## src/rtl/gta_pkg.sv

```systemverilog
// package for the two auxiliary timers beside the core timer
// assumes a 32-bit Avalon-MM slave port and a single system clock
package gta_pkg;

    localparam int          TW          = 16;
    localparam int          AW          = 5;
    localparam int          PW          = 10;

    // register byte offsets
    localparam logic [4:0]  OFS_CTL_A   = 5'h00;
    localparam logic [4:0]  OFS_CTL_B   = 5'h04;
    localparam logic [4:0]  OFS_CNT_A   = 5'h08;
    localparam logic [4:0]  OFS_CNT_B   = 5'h0C;
    localparam logic [4:0]  OFS_IC_A    = 5'h10;
    localparam logic [4:0]  OFS_IC_B    = 5'h14;

    // control register fields
    localparam int          SEL_LSB     = 0;
    localparam int          MODE_LSB    = 3;
    localparam int          RUN_BIT     = 6;
    localparam int          UD_BIT      = 7;
    localparam int          UDE_BIT     = 8;
    localparam logic [15:0] CTL_MASK    = 16'h01FF;
    localparam logic [15:0] CTL_RESET   = 16'h0000;
    localparam logic [15:0] CNT_RESET   = 16'h0000;
    localparam logic [15:0] CNT_MAX     = 16'hFFFF;
    localparam logic [15:0] CNT_ONE     = 16'h0001;

    // interrupt control register fields
    localparam int          IE_BIT      = 6;
    localparam int          IR_BIT      = 7;

    // prescaler: factor 8 * 2^sel
    localparam logic [10:0] PRESC_BASE  = 11'h008;
    localparam logic [10:0] PRESC_ONE   = 11'h001;
    localparam logic [9:0]  PRESC_RESET = 10'h000;

    typedef enum logic [2:0] {
        MODE_TIMER   = 3'h0,
        MODE_COUNTER = 3'h1,
        MODE_GATE_LO = 3'h2,
        MODE_GATE_HI = 3'h3,
        MODE_RELOAD  = 3'h4,
        MODE_CAPTURE = 3'h5
    } gta_mode_t;

    typedef enum logic [1:0] {
        EDGE_NONE = 2'h0,
        EDGE_RISE = 2'h1,
        EDGE_FALL = 2'h2,
        EDGE_ANY  = 2'h3
    } gta_edge_t;

endpackage : gta_pkg

```

## src/rtl/gta_aux_timers.sv

```systemverilog
// two identical 16-bit auxiliary timers working beside a core timer
// assumes core timer logic on the same clock supplies its count, its
// hardware over/underflow pulse and its toggle latch level; pins async
module gta_aux_timers
    import gta_pkg::*;
(
    input  wire logic          clock,
    input  wire logic          rst,
    input  wire logic [AW-1:0] avs_address,
    input  wire logic          avs_read,
    input  wire logic          avs_write,
    input  wire logic [31:0]   avs_writedata,
    input  wire logic [3:0]    avs_byteenable,
    output logic [31:0]        avs_readdata,
    output logic               avs_waitrequest,
    input  wire logic          aux_a_input_pin,
    input  wire logic          aux_b_input_pin,
    input  wire logic          aux_a_ext_direction_pin,
    input  wire logic          aux_b_ext_direction_pin,
    input  wire logic [TW-1:0] core_count,
    input  wire logic          core_overflow,
    input  wire logic          core_toggle_latch,
    output logic               core_reload,
    output logic [TW-1:0]      core_reload_value,
    output logic               core_irq_set,
    output logic               aux_a_irq_req,
    output logic               aux_b_irq_req
);

    function automatic logic edge_hit(input logic [1:0] sel,
                                      input logic rise,
                                      input logic fall);
        case (sel)
            EDGE_RISE: edge_hit = rise;
            EDGE_FALL: edge_hit = fall;
            EDGE_ANY:  edge_hit = rise | fall;
            default:   edge_hit = 1'b0;
        endcase
    endfunction : edge_hit

    // shared write decode
    logic [15:0]       wmask;
    logic [15:0]       wval;
    logic [1:0]        wr_ctl;
    logic [1:0]        wr_cnt;
    logic [1:0]        wr_ic;

    assign wmask  = {{8{avs_byteenable[1]}}, {8{avs_byteenable[0]}}};
    assign wval   = avs_writedata[15:0];
    assign wr_ctl = {avs_write && avs_address == OFS_CTL_B,
                     avs_write && avs_address == OFS_CTL_A};
    assign wr_cnt = {avs_write && avs_address == OFS_CNT_B,
                     avs_write && avs_address == OFS_CNT_A};
    assign wr_ic  = {avs_write && avs_address == OFS_IC_B,
                     avs_write && avs_address == OFS_IC_A};

    // hardware toggle-latch transitions only; software writes never pulse
    logic otl_rise;
    logic otl_fall;
    assign otl_rise = core_overflow & ~core_toggle_latch;
    assign otl_fall = core_overflow &  core_toggle_latch;

    // free-running prescaler
    logic [PW-1:0] pre_r;
    logic [PW-1:0] pre_nxt;

    always_comb begin
        pre_nxt = pre_r + PW'(1);
    end

    always_ff @(posedge clock) begin
        if (rst) begin
            pre_r <= PRESC_RESET;
        end else begin
            pre_r <= pre_nxt;
        end
    end

    logic [1:0]          in_pin;
    logic [1:0]          dir_pin;
    logic [1:0][TW-1:0]  cnt_q;
    logic [1:0][15:0]    ctl_q;
    logic [1:0]          flag_q;
    logic [1:0]          ie_q;
    logic [1:0]          step_q;
    logic [1:0]          reload_trig;
    logic [1:0]          reload_latch;
    logic [1:0]          cap_evt_q;
    logic [1:0]          tick_q;

    assign in_pin  = {aux_b_input_pin, aux_a_input_pin};
    assign dir_pin = {aux_b_ext_direction_pin, aux_a_ext_direction_pin};

    genvar gi;
    generate
        for (gi = 0; gi < 2; gi++) begin : g_tmr
            logic [2:0]    in_sync_r;
            logic [2:0]    in_sync_nxt;
            logic [1:0]    dir_sync_r;
            logic [1:0]    dir_sync_nxt;
            logic [15:0]   ctl_r;
            logic [15:0]   ctl_nxt;
            logic [TW-1:0] cnt_r;
            logic [TW-1:0] cnt_nxt;
            logic          flag_r;
            logic          flag_nxt;
            logic          ie_r;
            logic          ie_nxt;
            gta_mode_t     mode;
            logic [2:0]    sel;
            logic          pin_lvl;
            logic          pin_rise;
            logic          pin_fall;
            logic          cnt_evt;
            logic          cap_evt;
            logic          down;
            logic [9:0]    pmask;
            logic          tick;
            logic          step;
            logic          wrap;
            logic          irq_set;

            // two stages, then a third for edge compare
            always_comb begin
                in_sync_nxt  = {in_sync_r[1:0], in_pin[gi]};
                dir_sync_nxt = {dir_sync_r[0], dir_pin[gi]};
            end

            always_comb begin
                mode     = gta_mode_t'(ctl_r[MODE_LSB +: 3]);
                sel      = ctl_r[SEL_LSB +: 3];
                pin_lvl  = in_sync_r[1];
                pin_rise =  in_sync_r[1] & ~in_sync_r[2];
                pin_fall = ~in_sync_r[1] &  in_sync_r[2];
                // sel[2] picks latch over pin; X00 none
                cnt_evt  = sel[2] ? edge_hit(sel[1:0], otl_rise, otl_fall)
                                  : edge_hit(sel[1:0], pin_rise, pin_fall);
                cap_evt  = edge_hit(sel[1:0], pin_rise, pin_fall);
                down     = ctl_r[UDE_BIT] ? (dir_sync_r[1] ^ ctl_r[UD_BIT])
                                          : ctl_r[UD_BIT];
                pmask    = 10'((PRESC_BASE << sel) - PRESC_ONE);
                tick     = (pre_r & pmask) == pmask;
                case (mode)
                    MODE_TIMER:   step = tick;
                    MODE_GATE_LO: step = tick & ~pin_lvl;
                    MODE_GATE_HI: step = tick &  pin_lvl;
                    MODE_COUNTER: step = cnt_evt;
                    default:      step = 1'b0;
                endcase
                step     = step & ctl_r[RUN_BIT];
                wrap     = down ? (cnt_r == CNT_RESET)
                                : (cnt_r == CNT_MAX);
            end

            always_comb begin
                ctl_nxt  = ctl_r;
                cnt_nxt  = cnt_r;
                ie_nxt   = ie_r;
                irq_set  = 1'b0;
                if (wr_ctl[gi]) begin
                    ctl_nxt = ((ctl_r & ~wmask) | (wval & wmask)) & CTL_MASK;
                end
                // software write wins over any count or capture
                if (wr_cnt[gi]) begin
                    cnt_nxt = (cnt_r & ~wmask) | (wval & wmask);
                end else if (mode == MODE_CAPTURE && cap_evt) begin
                    cnt_nxt = core_count;
                end else if (step) begin
                    // independent direction even when chained
                    cnt_nxt = down ? cnt_r - CNT_ONE
                                   : cnt_r + CNT_ONE;
                end
                if (step && wrap) begin
                    irq_set = 1'b1;
                end
                if (mode == MODE_RELOAD && cnt_evt) begin
                    irq_set = 1'b1;
                end
                if (mode == MODE_CAPTURE && cap_evt) begin
                    irq_set = 1'b1;
                end
                flag_nxt = flag_r;
                if (wr_ic[gi] && avs_byteenable[0]) begin
                    flag_nxt = wval[IR_BIT];
                    ie_nxt   = wval[IE_BIT];
                end
                // hardware set beats software clear
                flag_nxt = flag_nxt | irq_set;
            end

            always_ff @(posedge clock) begin
                if (rst) begin
                    in_sync_r  <= 3'h0;
                    dir_sync_r <= 2'h0;
                    ctl_r      <= CTL_RESET;
                    cnt_r      <= CNT_RESET;
                    flag_r     <= 1'b0;
                    ie_r       <= 1'b0;
                end else begin
                    in_sync_r  <= in_sync_nxt;
                    dir_sync_r <= dir_sync_nxt;
                    ctl_r      <= ctl_nxt;
                    cnt_r      <= cnt_nxt;
                    flag_r     <= flag_nxt;
                    ie_r       <= ie_nxt;
                end
            end

            assign cnt_q[gi]        = cnt_r;
            assign ctl_q[gi]        = ctl_r;
            assign flag_q[gi]       = flag_r;
            assign ie_q[gi]         = ie_r;
            assign step_q[gi]       = step;
            assign tick_q[gi]       = tick;
            assign cap_evt_q[gi]    = mode == MODE_CAPTURE && cap_evt;
            assign reload_trig[gi]  = mode == MODE_RELOAD && cnt_evt;
            assign reload_latch[gi] = sel[2];
        end
    endgenerate

    assign aux_a_irq_req = flag_q[0] & ie_q[0];
    assign aux_b_irq_req = flag_q[1] & ie_q[1];

    // reload path toward the core timer
    logic          rl_r;
    logic          rl_nxt;
    logic [TW-1:0] rlv_r;
    logic [TW-1:0] rlv_nxt;
    logic          cirq_r;
    logic          cirq_nxt;

    always_comb begin
        rl_nxt   = |reload_trig;
        rlv_nxt  = rlv_r;
        if (reload_trig[1]) begin
            rlv_nxt = cnt_q[1];
        end else if (reload_trig[0]) begin
            rlv_nxt = cnt_q[0];
        end
        cirq_nxt = |(reload_trig & reload_latch);
    end

    always_ff @(posedge clock) begin
        if (rst) begin
            rl_r   <= 1'b0;
            rlv_r  <= CNT_RESET;
            cirq_r <= 1'b0;
        end else begin
            rl_r   <= rl_nxt;
            rlv_r  <= rlv_nxt;
            cirq_r <= cirq_nxt;
        end
    end

    assign core_reload       = rl_r;
    assign core_reload_value = rlv_r;
    assign core_irq_set      = cirq_r;

    // bus slave: writes take no wait, reads one wait state
    logic        rd_ack_r;
    logic        rd_ack_nxt;
    logic [31:0] rdata_r;
    logic [31:0] rdata_nxt;

    always_comb begin
        rd_ack_nxt = avs_read & ~rd_ack_r;
        rdata_nxt  = rdata_r;
        if (avs_read && !rd_ack_r) begin
            case (avs_address)
                OFS_CTL_A: rdata_nxt = {16'h0000, ctl_q[0]};
                OFS_CTL_B: rdata_nxt = {16'h0000, ctl_q[1]};
                OFS_CNT_A: rdata_nxt = {16'h0000, cnt_q[0]};
                OFS_CNT_B: rdata_nxt = {16'h0000, cnt_q[1]};
                // place each bit by index so no shift width is lost
                OFS_IC_A: begin
                    rdata_nxt         = 32'h00000000;
                    rdata_nxt[IR_BIT] = flag_q[0];
                    rdata_nxt[IE_BIT] = ie_q[0];
                end
                OFS_IC_B: begin
                    rdata_nxt         = 32'h00000000;
                    rdata_nxt[IR_BIT] = flag_q[1];
                    rdata_nxt[IE_BIT] = ie_q[1];
                end
                default:   rdata_nxt = 32'h00000000;
            endcase
        end
    end

    always_ff @(posedge clock) begin
        if (rst) begin
            rd_ack_r <= 1'b0;
            rdata_r  <= 32'h00000000;
        end else begin
            rd_ack_r <= rd_ack_nxt;
            rdata_r  <= rdata_nxt;
        end
    end

    assign avs_waitrequest = avs_read & ~rd_ack_r;
    assign avs_readdata    = rdata_r;

    // checks
    a_reload_b_wins: assert property (@(posedge clock) disable iff (rst)
        (&reload_trig) |=> core_reload_value == $past(cnt_q[1]))
        else $error("reload value not taken from second timer");

    a_reload_pulse: assert property (@(posedge clock) disable iff (rst)
        reload_trig[0] |=> core_reload && flag_q[0])
        else $error("reload trigger gave no reload or flag");

    a_hold_in_reload: assert property (@(posedge clock) disable iff (rst)
        (ctl_q[0][MODE_LSB +: 3] == MODE_RELOAD && !wr_cnt[0])
        |=> $stable(cnt_q[0]))
        else $error("timer counted in reload mode");

    a_stop_when_idle: assert property (@(posedge clock) disable iff (rst)
        (!ctl_q[1][RUN_BIT] && !wr_cnt[1] && !cap_evt_q[1])
        |=> $stable(cnt_q[1]))
        else $error("timer counted with run flag clear");

    a_overflow_flag: assert property (@(posedge clock) disable iff (rst)
        (step_q[0] && !wr_cnt[0] && !ctl_q[0][UDE_BIT]
         && !ctl_q[0][UD_BIT] && cnt_q[0] == CNT_MAX)
        |=> cnt_q[0] == CNT_RESET && flag_q[0])
        else $error("overflow did not wrap and flag");

    a_capture_core: assert property (@(posedge clock) disable iff (rst)
        (cap_evt_q[1] && !wr_cnt[1])
        |=> cnt_q[1] == $past(core_count) && flag_q[1])
        else $error("capture missed core count");

    a_latch_core_irq: assert property (@(posedge clock) disable iff (rst)
        (reload_trig[1] && reload_latch[1]) |=> core_irq_set)
        else $error("latch reload did not flag core timer");

    a_no_sw_latch: assert property (@(posedge clock) disable iff (rst)
        (!core_overflow && reload_latch[0] && !wr_cnt[0]
         && ctl_q[0][MODE_LSB +: 3] == MODE_COUNTER)
        |=> $stable(cnt_q[0]))
        else $error("count without hardware latch toggle");

    a_prescale_rate: assert property (@(posedge clock) disable iff (rst)
        (ctl_q[0][SEL_LSB +: 3] == 3'h0 && tick_q[0])
        |-> pre_r[2:0] == 3'h7)
        else $error("prescaler tick off its period");

endmodule : gta_aux_timers

```

## config.mk

```make
export PLATFORM = sky130hd
export DESIGN_NAME = gta_aux_timers
export DESIGN_NICKNAME = d
export VERILOG_FILES = /design/src/rtl/gta_pkg.sv /design/src/rtl/gta_aux_timers.sv
export SDC_FILE = /design/constraint.sdc
export NUM_CORES = 1
export LEC_CHECK = 0
export BUFFER_PORTS_ARGS = -buffer_cell sky130_fd_sc_hd__buf_2
export CORE_ASPECT_RATIO = 1.5
export CORE_MARGIN = 2
export CORE_UTILIZATION = 64
export CTS_BUF_LIST = sky130_fd_sc_hd__clkbuf_8
export DETAILED_ROUTE_END_ITERATION = 7
export GPL_ROUTABILITY_DRIVEN = 1
export PLACE_DENSITY_LB_ADDON = 0.25
export RECOVER_POWER = 100
export SLEW_MARGIN = 20
export SYNTH_ARGS = -nofsm -noshare
export SYNTH_HDL_FRONTEND = slang
export SYNTH_SLANG_ARGS = --single-unit
```

## constraint.sdc

```tcl
create_clock -name clock -period 8.5 [get_ports clock]
set_input_delay 1.7 -clock clock [delete_from_list [all_inputs] [get_ports clock]]
set_output_delay 1.7 -clock clock [all_outputs]
set_load 0.05 [all_outputs]
```

==> flow_metrics.env, run 1 <==
export IMPL_grt_setup_unrepaired="no"
export IMPL_ys_seq_elements=109
export IMPL_num_vias=7321
export IMPL_num_rows=48
export IMPL_synth_edff_count=0
export IMPL_die_w_um=91.7
export IMPL_yosysWarnings=0
export IMPL_drt_iter0_drc=693
export IMPL_relSlewSlack_pct=-42.2
export IMPL_drc=0
export IMPL_io_pins=120
export IMPL_tightest_slew_ns=2.13
export IMPL_die_y_um=136
export IMPL_skew_ns=0.00960
export IMPL_comb_power_share_pct=8.9
export IMPL_drv_slew=48
export IMPL_synthArstFlopShare_pct=0
export IMPL_critPathLaunch="avs_address[2]"
export IMPL_fin_tns_setup_ns=0
export IMPL_instances_no_fill=1121
export IMPL_clockPowerShare_pct=35.3
export IMPL_synth_top_cell_area_share_pct=29.5
export IMPL_finalSetupViolCount=0
export IMPL_h_tree_depth=3
export IMPL_core_area_um2=11400
export IMPL_routed_wirelength_mm=22.1
export IMPL_placed_cells=1105
export IMPL_crit_required_ns=8.81
export IMPL_drive_gt1_share_pct=9.47
export IMPL_clock_fmax_mhz=174
export IMPL_worstPathArrival_ns=6.06
export IMPL_syn_inst=917
export IMPL_dieArea_um2=12400
export IMPL_critPathLaunchType="input port"
export IMPL_p_sw_uw=271
export IMPL_start_util_pct=64.7
export IMPL_timing_hold_ws_ns=0.453
export IMPL_cts_buffers=9
export IMPL_place_gp_congestion=0.982
export IMPL_clk_pin_slew_ns=0.11
export IMPL_endpoint_kind="flip-flop"
export IMPL_r2r_start="g_tmr[1].dir_sync_r[1]$_SDFF_PP0_"
export IMPL_hold_violations=0
export IMPL_clk_latency_ns=0.39
export IMPL_power_uw=932
export IMPL_hpwl_mm=15.9
export IMPL_wl_met3_mm=1.60
export IMPL_wl_per_cell_um=19.7
export IMPL_netlist_area_um2=7390
export IMPL_first_pass_iters=6
export IMPL_wl_met1_mm=8.22
export IMPL_placed_area_um2=7730
export IMPL_synthFlopType="dfxtp_1"
export IMPL_violations="capacitance limit, slew limit"
export IMPL_grt_pass1_wl_mm=34.2
export IMPL_hold_buffers=0
export IMPL_syn_mean_instance_area_um2=8.06
export IMPL_port_buffers=85
export IMPL_yosys_top_cells_area="dfxtp_1 30%, mux2i_1 7.2%, nor2_1 6.2%"
export IMPL_met2RoutedLength_mm=10.8
export IMPL_reg2regPathDepth=12
export IMPL_cts_root_buf="clkbuf_8"
export IMPL_grt_use_total_pct=34.7
export IMPL_grt_pass1_vias=6852
export IMPL_ys_seq_area_share_pct=29.5
export IMPL_status="finished with violations"
export IMPL_clk_path_buf_depth=2
export IMPL_synth_cell_types=82
export IMPL_grt_max_degree=106
export IMPL_period_needed_ns=5.75
export IMPL_postCtsSetupRepairBufs=0
export IMPL_top_layer_used="met4"
export IMPL_final_area_um2=7830
export IMPL_ant_nets=0
export IMPL_yosysTopAreaCell="dfxtp_1"
export IMPL_nets=1070
export IMPL_cts_resized=0
export IMPL_ir_drop_mv=0.0889
export IMPL_area_growth_pct=5.93
export IMPL_power_density_nw_per_um2=119
export IMPL_antenna_found_initial=0
export IMPL_regToRegSetupSlack_ns=4.59
export IMPL_crit_path_max_fanout=38
export IMPL_leakage_uw=0.00320
export IMPL_min_period_over_period_pct=67.6
export IMPL_p_sw_share_pct=29.1
export IMPL_intPower_uw=661
export IMPL_hold_class="reg2reg"
export IMPL_cts_tree="built"
export IMPL_critPathKind="in2reg"
export IMPL_diodes=0
export IMPL_via_per_inst=6.53
export IMPL_power_frac_seq_pct=55.8
export IMPL_grt_overflow=0
export IMPL_cts_sinks=109
export IMPL_cap_violations=2
-- power groups by stage --
stage          Combinational [uW]  Clock [uW]  Sequential [uW]
4_1_cts                      82.2         328              520
3_3_place_gp                 81.7           0              532
5_1_grt                      88.0         345              521
3_5_place_dp                 81.8           0              532
2_1_floorplan                60.9           0              530
6_report                     83.0         329              521
-- worst min-delay path by stage --
stage	depth (start not counted)	from	endpoint	slack, ns
floorplan	1	g_tmr[0].dir_sync_r[0]$_SDFF_PP0_	g_tmr[0].dir_sync_r[1]$_SDFF_PP0_	0.41
global route	1	g_tmr[0].in_sync_r[0]$_SDFF_PP0_	g_tmr[0].in_sync_r[1]$_SDFF_PP0_	0.46
detailed placement	1	g_tmr[0].in_sync_r[0]$_SDFF_PP0_	g_tmr[0].in_sync_r[1]$_SDFF_PP0_	0.43
global placement	1	g_tmr[0].dir_sync_r[0]$_SDFF_PP0_	g_tmr[0].dir_sync_r[1]$_SDFF_PP0_	0.42
finish	1	g_tmr[0].in_sync_r[0]$_SDFF_PP0_	g_tmr[0].in_sync_r[1]$_SDFF_PP0_	0.45
CTS	1	g_tmr[0].in_sync_r[0]$_SDFF_PP0_	g_tmr[0].in_sync_r[1]$_SDFF_PP0_	0.46
-- layout by cell type (no fill, tap or decap), types with 4 or more instances in the layout --
master    count
nor3b_1       4
xor2_1       14
a21o_1       10
buf_2        45
nand2b_1     11
mux2_2        5
a211o_1       9
o21ai_1       5
a31oi_1       8
buf_4         5
nand3b_1      4
inv_1        23
nor4_1       14
and3_1        4
xnor2_1      17
dfxtp_1     109
nand4_1      16
nor2b_1      19
conb_1       16
clkbuf_1     39
a211oi_1      9
mux2i_1      53
clkbuf_8     10
o22ai_1      12
nand3_1      16
nor2_1      124
ha_1         35
a22oi_1      17
nor3_1       12
a32o_1        4
or3_1         9
a311oi_1     17
o21ai_0      28
a21oi_1      75
o21bai_1      4
nand2_1      91
-- Yosys cell counts, types with 19 or more instances --
| cell | number |
|---|---|
| dfxtp_1 | 109 |
| nand2_1 | 91 |
| o21ai_0 | 27 |
| buf_4 | 19 |
| ha_1 | 35 |
| clkbuf_1 | 27 |
| a21oi_1 | 73 |
| mux2i_1 | 53 |
| nor2b_1 | 19 |
| inv_1 | 23 |
| nor2_1 | 122 |
-- cells by family (layout without fill, tap and decap cells) --
kind of cell / Yosys count / count (layout) / share of synthesized area [%]
AO/OA/AOI/OAI: 247 / 247 / 23.7
XOR/XNOR: 31 / 31 / 3.67
adder cells (fa/ha/maj): 37 / 37 / 6.47
buffers and inverters: 92 / 131 / 6.23
flip-flops: 109 / 109 / 29.5
multiplexers: 61 / 61 / 8.40
other: 1 / 16 / 0.0508
AND/OR/NAND/NOR: 339 / 339 / 22.0
-- layer usage --
| metal | track usage (%) | vias up |
|---|---|---|
| met5 | 0 | - |
| met4 | 22.6 | 0 |
| met3 | 4.40 | 100 |
| met2 | 60.9 | 368 |
| met1 | 39.2 | 3432 |
| li1 | - | 3421 |
-- metrics by stage --
stage               setup slack [ns]  util, %
floorplan                       4.20        -
detailed placement              3.84     67.7
global placement                3.94     67.7
CTS                             4.20     69.5
finish                          2.75     68.6
global route                    2.36     68.6
-- worst max-delay path, cell delays in order --
cell and delay, ns:
clkbuf_1 1.50, nand3_1 1.16, nand2_1 0.57, o21ai_0 0.50
a211o_1 0.43, o31ai_1 0.18
-- final cells by class --
type / count / area [um2]
well taps: 150 / 188
inverters: 26 / 97.6
multi-input cells: 731 / 4750
fillers: 1060 / 3580
clock buffers: 10 / 138
flip-flops and latches: 109 / 2180
clock inverters: 6 / 61.3
repair buffers: 89 / 409
Note: power is estimated with default switching activity, not from simulation.
==> run 2: changes to the inputs <==
--- a/config.mk
+++ b/config.mk
@@ -8,7 +8,7 @@
 export BUFFER_PORTS_ARGS = -buffer_cell sky130_fd_sc_hd__buf_2
 export CORE_ASPECT_RATIO = 1.5
 export CORE_MARGIN = 2
-export CORE_UTILIZATION = 64
+export CORE_UTILIZATION = 54
 export CTS_BUF_LIST = sky130_fd_sc_hd__clkbuf_8
 export DETAILED_ROUTE_END_ITERATION = 7
 export GPL_ROUTABILITY_DRIVEN = 1
==> constraint.sdc (replaced) <==
create_clock -name clock -period 5 [get_ports clock]
set_input_delay 1 -clock clock [delete_from_list [all_inputs] [get_ports clock]]
set_output_delay 1 -clock clock [all_outputs]
set_load 0.05 [all_outputs]
==> flow_metrics.env, run 2 (synthesis results as in run 1) <==
export IMPL_status="finished with violations"
export IMPL_violations="capacitance limit, slew limit"
export IMPL_num_vias=7176
export IMPL_place_gp_congestion=0.946
export IMPL_io_pins=120
export IMPL_area_growth_pct=7.50
export IMPL_drt_iter0_drc=573
export IMPL_power_density_nw_per_um2=213
export IMPL_clk_pin_slew_ns=0.12
export IMPL_critPathKind="in2reg"
export IMPL_holdPathStages=1
export IMPL_grt_pass1_wl_mm=35.7
export IMPL_port_buffers=85
export IMPL_routed_wirelength_mm=22.4
export IMPL_first_pass_iters=6
export IMPL_hpwl_mm=16.3
export IMPL_clock_fmax_mhz=240
export IMPL_min_period_over_period_pct=83.2
export IMPL_wl_per_cell_um=19.7
export IMPL_postCtsSetupRepairBufs=0
export IMPL_final_area_um2=7940
export IMPL_multi_input_area_um2=4780
export IMPL_top_usage_layer="met2"
export IMPL_p_sw_uw=474
export IMPL_hold_buffers=0
export IMPL_die_y_um=147
export IMPL_crit_path_max_fanout=65
export IMPL_ir_drop_mv=0.147
export IMPL_leakage_uw=0.00324
export IMPL_hold_class="reg2reg"
export IMPL_p_sw_share_pct=28.0
export IMPL_via_per_inst=6.32
export IMPL_nets=1073
export IMPL_grt_met2_usage_pct=52.9
export IMPL_skew_ns=0.00820
export IMPL_grt_use_total_pct=30.6
export IMPL_cts_tree="built"
export IMPL_clk_latency_ns=0.39
export IMPL_comb_power_share_pct=8.5
export IMPL_start_util_pct=55.1
export IMPL_grt_util_met1_pct=36.8
export IMPL_intPower_uw=1220
export IMPL_antenna_found_initial=0
export IMPL_reg2regPathDepth=10
export IMPL_fill_cells=1295
export IMPL_grt_overflow=0
export IMPL_core_area_um2=13400
export IMPL_die_w_um=99.5
export IMPL_h_tree_depth=3
export IMPL_grt_use_met3_pct=3.33
export IMPL_cap_violations=1
export IMPL_dieArea_um2=14700
export IMPL_clk_path_buf_depth=2
export IMPL_cts_root_buf="clkbuf_8"
export IMPL_crit_required_ns=5.28
export IMPL_drv_slew=66
export IMPL_drc=0
export IMPL_clockPowerShare_pct=39.1
export IMPL_fin_tns_setup_ns=0
export IMPL_finalSetupViolCount=0
export IMPL_grt_pass1_vias=6773
export IMPL_regArea_um2=2180
export IMPL_cts_buffers=9
export IMPL_worstPathArrival_ns=4.44
export IMPL_drive_gt1_share_pct=10.8
export IMPL_cts_resized=0
export IMPL_fin_ws_ns=0.841
export IMPL_relSlewSlack_pct=-103
export IMPL_tightest_slew_ns=3.05
export IMPL_power_frac_seq_pct=52.4
export IMPL_num_rows=52
export IMPL_final_cell_mix="122 x nor2_1, 109 x dfxtp_1, 91 x nand2_1, 74 x a21oi_1, 53 x mux2i_1"
export IMPL_placed_area_um2=7760
export IMPL_period_needed_ns=4.16
export IMPL_dp_worst_setup_slack_ns=1.37
export IMPL_endpoint_kind="flip-flop"
export IMPL_grt_setup_unrepaired="no"
export IMPL_hold_violations=0
export IMPL_instances_no_fill=1136
export IMPL_fin_util_pct=59.3
export IMPL_placed_cells=1120
export IMPL_grt_max_degree=66
export IMPL_critPathLaunchType="input port"
export IMPL_ant_nets=0
export IMPL_cts_sinks=109
export IMPL_final_common_cell="nor2_1"
export IMPL_diodes=0
==> run 2: changes by cell type in the layout (fill, tap and decap cells not counted), sizes merged <==
cell,previous run,this run
clkbuf,49,48
buf,50,53
bufinv,0,2
inv,29,28
==> run 2: final cells by class <==
| class | instances | share of cell area (%) |
|---|---|---|
| sequential | 109 | 27.5 |
| timing repair buffer | 92 | 5.39 |
| clock inverter | 7 | 1.62 |
| inverter | 26 | 1.23 |
| tap | 162 | 2.55 |
| clock buffer | 9 | 1.56 |
| multi-input combinational | 731 | 60.2 |
==> run 2: final timing paths <==
check / endpoint / from / slack, ns
hold reg to reg: g_tmr[0].in_sync_r[1]$_SDFF_PP0_ / g_tmr[0].in_sync_r[0]$_SDFF_PP0_ / 0.45
setup reg to reg: flip-flop / flip-flop / 1.11
hold / removal: g_tmr[0].in_sync_r[1]$_SDFF_PP0_ / g_tmr[0].in_sync_r[0]$_SDFF_PP0_ / 0.45
setup / recovery: flip-flop / rst / 0.84
==> run 2: per-layer routing <==
layer / up-vias / part of all wire [%]
met5: - / 0
met4: 0 / 5.4
met3: 68 / 6.0
met2: 285 / 50
met1: 3408 / 39
li1: 3415 / -
==> run 2: worst max-delay path, cell delays in order <==
cell and delay (ns):
clkbuf_1 2.12, clkbuf_2 0.99, a21oi_1 0.09, nand3_1 0.14, o21ai_0 0.08
==> run 2: power groups by stage <==
stage / registers, uW / clock network [uW] / logic (uW)
global route: 887 / 707 / 153
detailed placement: 904 / 0 / 142
global placement: 904 / 0 / 141
CTS: 885 / 664 / 142
finish: 885 / 661 / 144
floorplan: 901 / 0 / 104
==> run 2: through the flow <==
step           hold WS (ns)  power, uW
6_report              0.449       1690
5_1_grt               0.463       1750
4_1_cts               0.455       1690
3_5_place_dp          0.426       1050
3_3_place_gp          0.422       1050
2_1_floorplan         0.414       1000
==> run 3: changes to the inputs <==
--- a/config.mk
+++ b/config.mk
@@ -8,7 +8,7 @@
 export BUFFER_PORTS_ARGS = -buffer_cell sky130_fd_sc_hd__buf_2
 export CORE_ASPECT_RATIO = 1.5
 export CORE_MARGIN = 2
-export CORE_UTILIZATION = 54
+export CORE_UTILIZATION = 59
 export CTS_BUF_LIST = sky130_fd_sc_hd__clkbuf_8
 export DETAILED_ROUTE_END_ITERATION = 7
 export GPL_ROUTABILITY_DRIVEN = 1
==> constraint.sdc (replaced) <==
create_clock -name clock -period 4.2 [get_ports clock]
set_input_delay 0.84 -clock clock [delete_from_list [all_inputs] [get_ports clock]]
set_output_delay 0.84 -clock clock [all_outputs]
set_load 0.05 [all_outputs]
==> flow_metrics.env, run 3 (synthesis results as in run 1) <==
export IMPL_placed_cells=1118
export IMPL_num_vias=7281
export IMPL_cp_depth=10
export IMPL_wl_per_cell_um=19.3
export IMPL_cpPeakStageDelay_ns=1.09
export IMPL_fin_tns_setup_ns=0
export IMPL_min_period_over_period_pct=90.2
export IMPL_cap_violations=1
export IMPL_skew_ns=0.0110
export IMPL_final_cell_mix="122 x nor2_1, 109 x dfxtp_1, 91 x nand2_1, 75 x a21oi_1, 53 x mux2i_1"
export IMPL_drive_gt1_share_pct=10.6
export IMPL_slowest_stage="a21oi_1"
export IMPL_postCtsSetupRepairBufs=0
export IMPL_nets=1077
export IMPL_grt_pass1_vias=6728
export IMPL_critPathTopFamily="compound AO/OA/AOI/OAI gates"
export IMPL_instances_no_fill=1134
export IMPL_dp_worst_setup_slack_ns=0.666
export IMPL_dieArea_um2=13500
export IMPL_diodes=0
export IMPL_drc=0
export IMPL_status="finished with violations"
export IMPL_first_pass_iters=5
export IMPL_tightest_slew_ns=2.85
export IMPL_antenna_found_initial=0
export IMPL_fin_ws_ns=0.413
export IMPL_io_pins=120
export IMPL_via_per_inst=6.42
export IMPL_place_gp_congestion=0.979
export IMPL_clk_latency_ns=0.40
export IMPL_clk_pin_slew_ns=0.11
export IMPL_cp_common_cell="a21oi_1"
export IMPL_core_area_um2=12300
export IMPL_regArea_um2=2180
export IMPL_cts_root_buf="clkbuf_8"
export IMPL_h_tree_depth=3
export IMPL_drv_slew=64
export IMPL_cts_buffers=9
export IMPL_critPathBufInv=0
export IMPL_fill_cells=1136
export IMPL_hold_class="reg2reg"
export IMPL_leakage_uw=0.00324
export IMPL_die_y_um=141
export IMPL_ant_nets=0
export IMPL_reg2regPathDepth=10
export IMPL_grt_setup_unrepaired="no"
export IMPL_grt_use_total_pct=32.9
export IMPL_ir_drop_mv=0.164
export IMPL_grt_pass1_wl_mm=34.3
export IMPL_routed_wirelength_mm=21.8
export IMPL_crit_chain="or3_1, ha_1, o211ai_1, a21oi_1, o2111ai_1, o31ai_1, nand3b_2, a21oi_1, o21ai_0, o32ai_1"
export IMPL_multi_input_area_um2=4760
export IMPL_relSlewSlack_pct=-89.8
export IMPL_hold_violations=0
export IMPL_period_needed_ns=3.79
export IMPL_hpwl_mm=16.2
export IMPL_grt_overflow=0
export IMPL_port_buffers=85
export IMPL_power_uw=1880
export IMPL_drt_iter0_drc=532
export IMPL_cts_sinks=109
export IMPL_critPathLaunchType="flip-flop"
export IMPL_power_density_nw_per_um2=238
export IMPL_cts_resized=0
export IMPL_hold_buffers=0
export IMPL_crit_required_ns=4.51
export IMPL_crit_path_max_fanout=14
export IMPL_critPathKind="reg2reg"
export IMPL_area_growth_pct=6.77
export IMPL_num_rows=50
export IMPL_cts_tree="built"
export IMPL_worstPathArrival_ns=4.10
export IMPL_grt_max_degree=64
export IMPL_finalSetupViolCount=0
export IMPL_final_common_cell="nor2_1"
export IMPL_start_util_pct=59.9
export IMPL_endpoint_kind="flip-flop"
export IMPL_regToRegSetupSlack_ns=0.41
export IMPL_die_w_um=95.4
export IMPL_violations="capacitance limit, slew limit"
export IMPL_clk_path_buf_depth=2
export IMPL_clock_fmax_mhz=264
run 3: cell types whose count changed in the layout (fill, tap and decap cells not counted), sizes merged:
cell,previous run,this run
buf,53,58
inv,28,30
clkinv,3,2
bufinv,2,0
run 3: worst min-delay path by stage:
stage	endpoint	startpoint	cells past startpoint
detailed placement	g_tmr[0].in_sync_r[1]$_SDFF_PP0_	g_tmr[0].in_sync_r[0]$_SDFF_PP0_	1
global placement	g_tmr[0].in_sync_r[1]$_SDFF_PP0_	g_tmr[0].in_sync_r[0]$_SDFF_PP0_	1
CTS	g_tmr[0].in_sync_r[1]$_SDFF_PP0_	g_tmr[0].in_sync_r[0]$_SDFF_PP0_	1
finish	g_tmr[0].in_sync_r[1]$_SDFF_PP0_	g_tmr[0].in_sync_r[0]$_SDFF_PP0_	1
floorplan	g_tmr[0].dir_sync_r[1]$_SDFF_PP0_	g_tmr[0].dir_sync_r[0]$_SDFF_PP0_	1
global route	g_tmr[1].in_sync_r[1]$_SDFF_PP0_	g_tmr[1].in_sync_r[0]$_SDFF_PP0_	1
run 3: layout make-up:
type,count,share of cell area (%)
multi-input cells,731,60.3
flip-flops and latches,109,27.7
repair buffers,96,5.84
well taps,156,2.47
clock buffers,10,1.74
inverters,26,1.24
clock inverters,6,0.698
run 3: worst register-to-register path, delay by kind of cell, from the launching register on:
| kind | cells | cell delay, ns |
|---|---|---|
| AO/OA/AOI/OAI | 7 | 2.24 |
| AND/OR/NAND/NOR | 2 | 0.69 |
| flip-flops | 1 | 0.48 |
| adder cells (fa/ha/maj) | 1 | 0.28 |
run 3: metrics by stage:
step	hold slack (ns)	instance area, um2	util (%)
after floorplan	0.414	7440	-
after global placement	0.417	7790	63.2
after detailed placement	0.426	7790	63.2
after CTS	0.452	7980	64.8
after global routing	0.471	7890	64.0
final	0.447	7890	64.0
run 3: where the power goes:
| part | internal [uW] | switching, uW |
|---|---|---|
| Combinational | 48.4 | 123 |
| Sequential | 1040 | 10.4 |
| Clock | 245 | 408 |
run 3: per-layer routing:
layer	part of all wire (%)	GRT usage [%]
met2	49	56.2
met5	0	0
met3	6.3	3.15
met4	8.1	23.1
met1	37	37.6
